### src/wake_clock_pkg.sv
// Register map, field layout and timing constants for the wake and clock sequencer
package wake_clock_pkg;
  // ---------------------------------------------------------------
  // Register indices (byte address is four times the index)
  // ---------------------------------------------------------------
  localparam logic [13:0] IDX_MASTER_CLOCK_CONTROL = 14'h1009;
  localparam logic [13:0] IDX_DETECT_STATUS_ONE = 14'h1309;
  localparam logic [13:0] IDX_DETECT_STATUS_TWO = 14'h130A;
  localparam logic [13:0] IDX_WAKEUP_OUTPUT_CONTROL = 14'h1B71;
  localparam logic [13:0] IDX_MIC_DETECT_CONTROL_ONE = 14'h1B75;
  localparam logic [13:0] IDX_EVENT_STATUS = 14'h1800;
  localparam logic [13:0] IDX_EVENT_MASK = 14'h1801;
  localparam logic [13:0] IDX_POWER_CONTROL = 14'h1802;
  localparam logic [13:0] IDX_CLOCK_STATUS = 14'h1803;

  // ---------------------------------------------------------------
  // Field positions
  // ---------------------------------------------------------------
  localparam int MCC_RATE_SEL = 1;       // internal_rate_select
  localparam int WOC_MASK_MIC = 7;
  localparam int WOC_MASK_HP = 6;        // mask_headphone_wakeup
  localparam int WOC_LATCH_MODE = 5;     // wakeup_output_latch_mode
  localparam int WOC_CLEAR = 0;          // wakeup_output_clear
  localparam int MDC_LATCH_XFER = 7;
  localparam int MDC_EVENT_SEL = 6;
  localparam int S1_BIAS_HI = 7;         // headset_bias_sense_state 7:6
  localparam int S1_TIP_INSERT = 5;
  localparam int S1_TIP_REMOVE = 4;
  localparam int S2_FALL = 7;
  localparam int S2_RISE = 6;
  localparam int S2_SHORT_RELEASE = 4;
  localparam int S2_SHORT_FOUND = 3;
  localparam int PWR_PLL_ENABLE = 0;
  localparam int PWR_CLAMP_OFF = 1;      // headset_clamp_off
  localparam int PWR_STANDBY_REQ = 2;
  localparam int EV_INSERT = 0;
  localparam int EV_REMOVE = 1;
  localparam int EV_RISE = 2;
  localparam int EV_FALL = 3;
  localparam int EV_SHORT = 4;
  localparam int EV_RELEASE = 5;
  localparam int EV_PLL_READY = 6;

  // ---------------------------------------------------------------
  // Reset values
  // ---------------------------------------------------------------
  localparam logic [7:0] RST_MASTER_CLOCK_CONTROL = 8'h00;
  localparam logic [7:0] RST_WAKEUP_OUTPUT_CONTROL = 8'hC0;
  localparam logic [7:0] RST_MIC_DETECT_CONTROL = 8'h1F;
  localparam logic [7:0] RST_EVENT_MASK = 8'hFF;
  localparam logic [7:0] RST_POWER_CONTROL = 8'h00;

  // ---------------------------------------------------------------
  // Timing
  // ---------------------------------------------------------------
  localparam int CLK_FREQ_HZ = 50_000_000;
  localparam int PLL_SETTLE_MS = 1;
  localparam int PLL_SETTLE_CYCLES = PLL_SETTLE_MS * (CLK_FREQ_HZ / 1000);
  localparam int RATE_DIV_LOW = 250;
  localparam int RATE_DIV_HIGH = 256;
endpackage : wake_clock_pkg

### src/level_sync.sv
// Two-stage synchroniser for a group of asynchronous levels
`timescale 1ns/10ps
`default_nettype none
module level_sync #(
  parameter int WIDTH = 1
) (
  // Clock and reset
  input wire logic clk_i,
  input wire logic rst_i,
  // Levels
  input wire logic [WIDTH-1:0] async_i,
  output logic [WIDTH-1:0] sync_o
);
  logic [WIDTH-1:0] stage_one;

  // First stage read only by the second
  always_ff @(posedge clk_i) begin
    if (rst_i) begin
      stage_one <= '0;
      sync_o <= '0;
    end else begin
      stage_one <= async_i;
      sync_o <= stage_one;
    end
  end
endmodule : level_sync
`default_nettype wire

### src/wake_detect_clock_sequencer.sv
// Clock source selection, standby gating and wake/detect status with Wishbone registers
//
// Function
// - The master clock starts on the bit-clock bypass and moves to the PLL only after 1 ms settling.
// - With the rate select bit at 0 the sample rate is the master clock divided by 250.
// - The mic and headphone wake mask bits suppress button and headphone wakes.
// - In latch mode 0 the active-low wake output goes low on a trigger and stays low until cleared.
// - Event select 1 shows sticky events, and latch-transfer 0 lets the sticky latches set.
// - The threshold level field holds the default detect percentage at 01 1111.
// - Status one reports tip insert, tip remove and the headset bias sense state.
// - Status two reports detect fall and rise plus mic short found and released.
//
// Design decision made here: register access over Wishbone.
`timescale 1ns/10ps
`default_nettype none
module wake_detect_clock_sequencer
  import wake_clock_pkg::*;
#(
  parameter int SETTLE_CYCLES = PLL_SETTLE_CYCLES
) (
  // Clock and reset
  input wire logic clk_i,
  input wire logic rst_i,
  // Wishbone slave
  input wire logic cyc_i,
  input wire logic stb_i,
  input wire logic we_i,
  input wire logic [15:0] adr_i,
  input wire logic [3:0] sel_i,
  input wire logic [31:0] dat_i,
  output logic [31:0] dat_o,
  output logic ack_o,
  // Detect pins
  input wire logic tip_sense_i,
  input wire logic detect_i,
  input wire logic mic_short_i,
  input wire logic [1:0] bias_sense_i,
  // Clock, power and wake outputs
  output logic mclk_from_pll_o,
  output logic pll_enable_o,
  output logic sample_tick_o,
  output logic headset_clamp_off_o,
  output logic standby_o,
  output logic [5:0] threshold_o,
  output logic wakeup_n_o,
  output logic irq_o
);
  // ---------------------------------------------------------------
  // Declarations
  // ---------------------------------------------------------------
  typedef enum logic [1:0] {CK_BYPASS, CK_SETTLE, CK_PLL} clk_state_t;
  localparam int SW = $clog2(SETTLE_CYCLES + 1);
  clk_state_t clk_state;
  logic [SW-1:0] settle_cnt;
  logic [8:0] rate_cnt;
  logic [7:0] mclk_ctrl, wake_ctrl, mic_ctrl, ev_mask, pwr_ctrl, ev_status;
  logic [4:0] pins_s, pins_d;
  logic tip, det, shrt;
  logic [1:0] bias;
  logic ev_insert, ev_remove, ev_rise, ev_fall, ev_short, ev_release;
  logic st_insert, st_remove, st_rise, st_fall, st_short, st_release;
  logic req, wr, rd, pll_ready_ev;
  logic [13:0] idx;
  logic [7:0] wbyte, stat_one, stat_two, next_dat;
  logic hp_trig, mic_trig;

  // Write-one-to-clear with set priority
  function automatic logic sticky(input logic cur, input logic set, input logic clr);
    sticky = set | (cur & ~clr);
  endfunction : sticky

  // ---------------------------------------------------------------
  // Bus decode
  // ---------------------------------------------------------------
  assign req = cyc_i & stb_i & ~ack_o;
  assign wr = req & we_i & sel_i[0];
  assign rd = req & ~we_i;
  assign idx = adr_i[15:2];
  assign wbyte = dat_i[7:0];

  // One-cycle acknowledge
  always_ff @(posedge clk_i) begin
    if (rst_i) begin
      ack_o <= 1'b0;
    end else begin
      ack_o <= req;
    end
  end

  // ---------------------------------------------------------------
  // Writable registers
  // ---------------------------------------------------------------
  always_ff @(posedge clk_i) begin
    if (rst_i) begin
      mclk_ctrl <= RST_MASTER_CLOCK_CONTROL;
      wake_ctrl <= RST_WAKEUP_OUTPUT_CONTROL;
      mic_ctrl <= RST_MIC_DETECT_CONTROL;
      ev_mask <= RST_EVENT_MASK;
      pwr_ctrl <= RST_POWER_CONTROL;
    end else if (wr) begin
      case (idx)
        IDX_MASTER_CLOCK_CONTROL: mclk_ctrl <= wbyte & 8'h02;
        IDX_WAKEUP_OUTPUT_CONTROL: wake_ctrl <= wbyte & 8'hE1;
        IDX_MIC_DETECT_CONTROL_ONE: mic_ctrl <= wbyte;
        IDX_EVENT_MASK: ev_mask <= wbyte & 8'h7F;
        IDX_POWER_CONTROL: pwr_ctrl <= wbyte & 8'h07;
        default: ;
      endcase
    end
  end

  // ---------------------------------------------------------------
  // Pin synchronisation and edge events
  // ---------------------------------------------------------------
  level_sync #(.WIDTH(5)) level_sync_i (
    .clk_i(clk_i),
    .rst_i(rst_i),
    .async_i({bias_sense_i, mic_short_i, detect_i, tip_sense_i}),
    .sync_o(pins_s)
  );
  assign tip = pins_s[0];
  assign det = pins_s[1];
  assign shrt = pins_s[2];
  assign bias = pins_s[4:3];

  // Previous synchronised levels
  always_ff @(posedge clk_i) begin
    if (rst_i) begin
      pins_d <= 5'h00;
    end else begin
      pins_d <= pins_s;
    end
  end
  assign ev_insert = tip & ~pins_d[0];
  assign ev_remove = ~tip & pins_d[0];
  assign ev_rise = det & ~pins_d[1];
  assign ev_fall = ~det & pins_d[1];
  assign ev_short = shrt & ~pins_d[2];
  assign ev_release = ~shrt & pins_d[2];

  // ---------------------------------------------------------------
  // Sticky detect latches, set only while transfer is 0, cleared on read
  // ---------------------------------------------------------------
  always_ff @(posedge clk_i) begin
    if (rst_i) begin
      {st_insert, st_remove, st_rise, st_fall, st_short, st_release} <= 6'h00;
    end else begin
      st_insert <= sticky(st_insert, ev_insert & ~mic_ctrl[MDC_LATCH_XFER],
                          rd && idx == IDX_DETECT_STATUS_ONE);
      st_remove <= sticky(st_remove, ev_remove & ~mic_ctrl[MDC_LATCH_XFER],
                          rd && idx == IDX_DETECT_STATUS_ONE);
      st_rise <= sticky(st_rise, ev_rise & ~mic_ctrl[MDC_LATCH_XFER],
                        rd && idx == IDX_DETECT_STATUS_TWO);
      st_fall <= sticky(st_fall, ev_fall & ~mic_ctrl[MDC_LATCH_XFER],
                        rd && idx == IDX_DETECT_STATUS_TWO);
      st_short <= sticky(st_short, ev_short & ~mic_ctrl[MDC_LATCH_XFER],
                         rd && idx == IDX_DETECT_STATUS_TWO);
      st_release <= sticky(st_release, ev_release & ~mic_ctrl[MDC_LATCH_XFER],
                           rd && idx == IDX_DETECT_STATUS_TWO);
    end
  end

  // Sticky or live view of the detect status
  always_comb begin
    stat_one = 8'h00;
    stat_two = 8'h00;
    stat_one[S1_BIAS_HI -: 2] = bias;
    if (mic_ctrl[MDC_EVENT_SEL]) begin
      stat_one[S1_TIP_INSERT] = st_insert;
      stat_one[S1_TIP_REMOVE] = st_remove;
      stat_two[S2_FALL] = st_fall;
      stat_two[S2_RISE] = st_rise;
      stat_two[S2_SHORT_RELEASE] = st_release;
      stat_two[S2_SHORT_FOUND] = st_short;
    end else begin
      stat_one[S1_TIP_INSERT] = tip;
      stat_one[S1_TIP_REMOVE] = ~tip;
      stat_two[S2_FALL] = ~det;
      stat_two[S2_RISE] = det;
      stat_two[S2_SHORT_RELEASE] = ~shrt;
      stat_two[S2_SHORT_FOUND] = shrt;
    end
  end

  // ---------------------------------------------------------------
  // Read data
  // ---------------------------------------------------------------
  always_comb begin
    case (idx)
      IDX_MASTER_CLOCK_CONTROL: next_dat = mclk_ctrl;
      IDX_DETECT_STATUS_ONE: next_dat = stat_one;
      IDX_DETECT_STATUS_TWO: next_dat = stat_two;
      IDX_WAKEUP_OUTPUT_CONTROL: next_dat = wake_ctrl;
      IDX_MIC_DETECT_CONTROL_ONE: next_dat = mic_ctrl;
      IDX_EVENT_STATUS: next_dat = ev_status;
      IDX_EVENT_MASK: next_dat = ev_mask;
      IDX_POWER_CONTROL: next_dat = pwr_ctrl;
      IDX_CLOCK_STATUS: next_dat = {6'h00, clk_state == CK_SETTLE, mclk_from_pll_o};
      default: next_dat = 8'h00;
    endcase
  end

  // Registered read word, zero when idle
  always_ff @(posedge clk_i) begin
    if (rst_i) begin
      dat_o <= 32'h0000_0000;
    end else begin
      dat_o <= rd ? {24'h00_0000, next_dat} : 32'h0000_0000;
    end
  end

  // ---------------------------------------------------------------
  // Master clock source: bypass first, PLL after settling
  // ---------------------------------------------------------------
  always_ff @(posedge clk_i) begin
    if (rst_i) begin
      clk_state <= CK_BYPASS;
      settle_cnt <= '0;
    end else begin
      case (clk_state)
        CK_BYPASS: begin
          settle_cnt <= '0;
          if (pwr_ctrl[PWR_PLL_ENABLE]) clk_state <= CK_SETTLE;
        end
        CK_SETTLE: begin
          settle_cnt <= settle_cnt + 1'b1;
          if (!pwr_ctrl[PWR_PLL_ENABLE]) clk_state <= CK_BYPASS;
          else if (settle_cnt == SW'(SETTLE_CYCLES - 1)) clk_state <= CK_PLL;
        end
        CK_PLL: begin
          if (!pwr_ctrl[PWR_PLL_ENABLE]) clk_state <= CK_BYPASS;
        end
        default: clk_state <= CK_BYPASS;
      endcase
    end
  end
  assign pll_ready_ev = clk_state == CK_SETTLE && pwr_ctrl[PWR_PLL_ENABLE]
                        && settle_cnt == SW'(SETTLE_CYCLES - 1);

  // Clock and power outputs
  always_ff @(posedge clk_i) begin
    if (rst_i) begin
      mclk_from_pll_o <= 1'b0;
      pll_enable_o <= 1'b0;
      headset_clamp_off_o <= 1'b0;
      standby_o <= 1'b0;
      threshold_o <= RST_MIC_DETECT_CONTROL[5:0];
    end else begin
      mclk_from_pll_o <= pll_ready_ev | (clk_state == CK_PLL && pwr_ctrl[PWR_PLL_ENABLE]);
      pll_enable_o <= pwr_ctrl[PWR_PLL_ENABLE];
      headset_clamp_off_o <= pwr_ctrl[PWR_CLAMP_OFF];
      standby_o <= pwr_ctrl[PWR_STANDBY_REQ] & pwr_ctrl[PWR_CLAMP_OFF];
      threshold_o <= mic_ctrl[5:0];
    end
  end

  // Sample-rate enable divider
  always_ff @(posedge clk_i) begin
    if (rst_i) begin
      rate_cnt <= 9'h000;
      sample_tick_o <= 1'b0;
    end else if (rate_cnt >= (mclk_ctrl[MCC_RATE_SEL] ? 9'(RATE_DIV_HIGH - 1)
                                                      : 9'(RATE_DIV_LOW - 1))) begin
      rate_cnt <= 9'h000;
      sample_tick_o <= 1'b1;
    end else begin
      rate_cnt <= rate_cnt + 9'h001;
      sample_tick_o <= 1'b0;
    end
  end

  // ---------------------------------------------------------------
  // Wake output
  // ---------------------------------------------------------------
  assign hp_trig = (ev_insert | ev_remove) & ~wake_ctrl[WOC_MASK_HP];
  assign mic_trig = ev_short & ~wake_ctrl[WOC_MASK_MIC];

  // Latched low in mode 0, one pulse per trigger in mode 1
  always_ff @(posedge clk_i) begin
    if (rst_i) begin
      wakeup_n_o <= 1'b1;
    end else if (wake_ctrl[WOC_CLEAR]) begin
      wakeup_n_o <= 1'b1;
    end else if (hp_trig | mic_trig) begin
      wakeup_n_o <= 1'b0;
    end else if (wake_ctrl[WOC_LATCH_MODE]) begin
      wakeup_n_o <= 1'b1;
    end
  end

  // ---------------------------------------------------------------
  // Event status, mask and interrupt
  // ---------------------------------------------------------------
  always_ff @(posedge clk_i) begin
    if (rst_i) begin
      ev_status <= 8'h00;
      irq_o <= 1'b0;
    end else begin
      for (int i = 0; i < 8; i++) begin
        ev_status[i] <= sticky(ev_status[i],
                               (i == EV_INSERT && ev_insert) || (i == EV_REMOVE && ev_remove) ||
                               (i == EV_RISE && ev_rise) || (i == EV_FALL && ev_fall) ||
                               (i == EV_SHORT && ev_short) || (i == EV_RELEASE && ev_release) ||
                               (i == EV_PLL_READY && pll_ready_ev),
                               wr && idx == IDX_EVENT_STATUS && wbyte[i]);
      end
      irq_o <= |(ev_status & ~ev_mask);
    end
  end

  // ---------------------------------------------------------------
  // Assertions
  // ---------------------------------------------------------------
  logic [8:0] gap;
  logic gap_ok;
  always_ff @(posedge clk_i) begin
    if (rst_i) begin
      gap <= 9'h000;
      gap_ok <= 1'b0;
    end else begin
      gap <= sample_tick_o ? 9'h000 : gap + 9'h001;
      gap_ok <= mclk_ctrl[MCC_RATE_SEL] ? 1'b0 : (sample_tick_o | gap_ok);
    end
  end
endmodule : wake_detect_clock_sequencer
`default_nettype wire

### config.mk
export PLATFORM = sky130hd
export DESIGN_NAME = wake_detect_clock_sequencer
export DESIGN_NICKNAME = d
export VERILOG_FILES = /design/src/wake_clock_pkg.sv /design/src/level_sync.sv /design/src/wake_detect_clock_sequencer.sv
export SDC_FILE = /design/constraint.sdc
export NUM_CORES = 1
export LEC_CHECK = 0
export BUFFER_PORTS_ARGS = -buffer_cell sky130_fd_sc_hd__buf_2
export CAP_MARGIN = 20
export CORE_ASPECT_RATIO = 0.6
export CORE_MARGIN = 1
export CORE_UTILIZATION = 33
export CTS_CLUSTER_DIAMETER = 150
export DETAILED_ROUTE_END_ITERATION = 10
export SLEW_MARGIN = 20
export SYNTH_ARGS = -nofsm -noshare
export SYNTH_HDL_FRONTEND = slang
export SYNTH_SLANG_ARGS = --single-unit
### constraint.sdc
create_clock -name clk_i -period 2.04 [get_ports clk_i]
set_clock_uncertainty 0.15 [all_clocks]
set_input_delay 0.102 -clock clk_i [delete_from_list [all_inputs] [get_ports clk_i]]
set_output_delay 0.102 -clock clk_i [all_outputs]
set_load 0.02 [all_outputs]
==> impl_results.md <==
* Fin nets at 651
* Pins Over Slew Limit at 0
* Post-route DRC at 0
* RSZ-0062 raised after global routing: no
* Post-CTS Setup Repair Bufs at 0
* Hold_sp: rst_i
* Clock sinks at 100
* Slowest stage cell, crit path: or4b_2
* Worst r2r src: settle_cnt[11]
* Critical path arrival at roughly 2100 ps
* Syn Inst Count at around 490
* Gr usage total at 16.53%
* Final Hold Viols at 0
* Crit share post-route at between 90% and 100%
* Category of the worst setup path capture point: flip-flop
* Layout cells sized above 1 at 23.30%
* Post-synth EDFFs at 0
* CTS tree: built
* Initial Utilization at between 30% and 40%
* Yosys reg bits at 100
* Max VDD drop at 0.3637 mV
* Status: finished clean
* Sequential element share of the synthesized area at 44.40%
* Largest family of logic cells by synthesized area: simple AND/OR/NAND/NOR gates
* Die X at 152.9 um
* Number of H-tree levels at 3
* CTS max path bufs at 2
* Cell taking the most area after synthesis: dfxtp_1
* Compound-Gate Fraction of Synth Area at a little over an eighth
* Post-Synth Adder-Cell Area at under 10%
* Pre-antenna DRT Iters at 5
* Post-DR vias/cell at just over 5
* Power Density at 711.6 nW/um^2
* Drt wl/cell at 14.68 um
* Largest net degree at the start of global routing at 35
* Clock insertion delay at the later pin of the skew report at between 300 and 400 ps
* Post-Route WL at approximately 11,000 um
* Initial drt markers at 353
* Via count at 3,818
* Layout area overhead at 22.84%
* F_max at roughly 0.51 GHz
* Final Critical Period at 1946 ps
* Worst slew pin tran at 934.7 ps
* Max-slew headroom at between 30% and 40%
* LEAKAGE at about 2.2 nW
* FP Rows at 32
* Hold Crit Class: in2reg
* Cell with the most instances after synthesis: dfxtp_1
* First-pass GRT wire length at 18,240 um
* Fin Setup TNS at 0 ps
* Total of max-cap violations at 0
* Kind of critical path: reg2reg
* N_diodes at 0
* Clock transition at path regs at 70 ps
* Max stage delay on crit path at 670 ps
* Setup violators final at 0
* Die Height at 92.55 um
* FFs w/ async S/R, synth at 0%
* Post-Synth XOR/XNOR Area at 3.108%
* Critical path origin: settle_cnt[11]
* Gpl congestion at 0.8678
* Die area at 14,150 um^2
* Clock root cell: clkbuf_16
* Main synth FF type: dfxtp_1
* Initial antenna violation count at 0
* Worst endpoint required time at about 2200 ps
* Post-Syn Area at 4509 um^2
* Synth top area share at approximately 44%
* PortBufs at 54
* Vias in the first global route at 3,480
* Ranking of synthesized cells by area: dfxtp_1 44%, nor2_1 4.4%, buf_4 4.2%, mux2i_1 4.0%, a21oi_1 3.0%
* CP startpoint kind: flip-flop
* Fraction of synthesized area in multiplexers at around 5.2%
* Total power at 3.942 mW
* Avg Cell Area, Syn at 9.222 um^2
* Final ANT Viol Nets at 0
* Total grt overflow at 0
* Post-DP HPWL at 8524 um
* CTS buffer count at 9
* Synth cell count leaders: 100 x dfxtp_1, 53 x nor2_1, 27 x a21oi_1
* Warnings, synthesis at 0
* Yosys cell types at between 50 and 60
* CP Max Fanout at 6
* Synth Area in Simple Gates at 24.36%
* CP Cell Sequence: or4b_2 > nor4_2 > buf_4 > nand3b_1 > a21oi_1
* Io pins at 108
* Core Area at between 10,000 and 15,000 um^2
## final cells by class
class	count	area, um^2
well taps	170	212.7
clock inverters	6	53.80
repair buffers	105	698.2
flip-flops and latches	100	2002
multi-input cells	344	2247
fillers	1271	7553
clock buffers	10	239.0
inverters	23	86.33
## per-layer routing
metal | track usage (%) | vias to the layer above | wire, um
met5 | 0 | - | 0
met3 | 4.773 | 12 | 960
met4 | 3.620 | 0 | 112
met1 | 25.06 | 1797 | 5770
li1 | - | 1871 | -
met2 | 22.44 | 138 | 4287
## cell families (layout without fill, tap and decap cells)
| group | count (synthesis) | after routing |
|---|---|---|
| simple gates | 190 | 190 |
| other cells | 1 | 24 |
| buf+inv | 68 | 144 |
| compound gates | 87 | 87 |
| xor+xnor | 16 | 16 |
| fa+ha+maj | 6 | 6 |
| mux | 21 | 21 |
| flops | 100 | 100 |
## sequential cells by signal (all words and copies together), names as in the netlist, 2 cells and up
| register | cells |
|---|---|
| wake_ctrl | 4 |
| pins_d | 3 |
| threshold_o | 6 |
| ev_mask | 8 |
| rate_cnt | 9 |
| ev_status | 8 |
| level_sync_i.sync_o | 5 |
| clk_state | 2 |
| dat_o | 8 |
| settle_cnt | 16 |
| mic_ctrl | 8 |
| level_sync_i.stage_one | 5 |
| pwr_ctrl | 3 |
## repair_timing
item | in CTS | in global routing
hold buffers | 13 | 0
gates resized for setup | 0 | 1
endpoints found under the hold margin | 29 | 0
endpoints found under the setup margin | 0 | 3
## worst paths after layout
path,endpoint,slack (ps),depth (start not counted)
setup reg to reg,ev_status[6],90,5
hold / removal,settle_cnt[1],4,2
setup / recovery,ev_status[6],90,5
hold reg to reg,level_sync_i.sync_o[0],280,1
## critical path: cells and delay by family, from the launching register on
family	cells	cell delay [ps]
AOI/OAI and AO/OA	1	120
buffers and inverters	1	170
DFF	1	370
and+or+nand+nor	3	1060
## cell usage in the layout, fill, tap and decap left out, drive strengths merged, types with 5 or more instances in the layout
cell / count
conb: 24
or4b: 7
nand4: 6
nor4: 9
nor2b: 21
nand3: 18
mux2i: 18
dfxtp: 100
buf: 92
a21oi: 27
a211o: 6
nor2: 53
a311oi: 5
nand2b: 10
ha: 6
clkbuf: 10
dlygate4sd3: 13
nor3: 6
nand2: 12
or4: 6
o21ai: 15
xor2: 8
inv: 27
xnor2: 8
or2: 12
and3: 11
## power breakdown
group          leakage, nW  internal [mW]  switching [mW]
Clock                0.142          0.884           0.778
Sequential           0.811           1.98          0.0165
Combinational         1.22          0.117           0.167
## per-stage QoR
| step | cell area [um^2] | hold slack (ps) | cells | worst slack (ps) | utilization [%] |
|---|---|---|---|---|---|
| floorplan | 4596 | 40.14 | 512 | 79.27 | - |
| global placement | 5110 | 163.3 | 729 | -121.8 | 39.03 |
| detailed placement | 5110 | 163.7 | 729 | -186.1 | 39.03 |
| CTS | 5533 | 2.605 | 758 | 27.09 | 42.26 |
| global route | 5539 | 52.16 | 758 | 20.66 | 42.31 |
| finish | 5539 | 4.113 | 758 | 93.88 | 42.31 |
(Power assumes the default switching activity.)
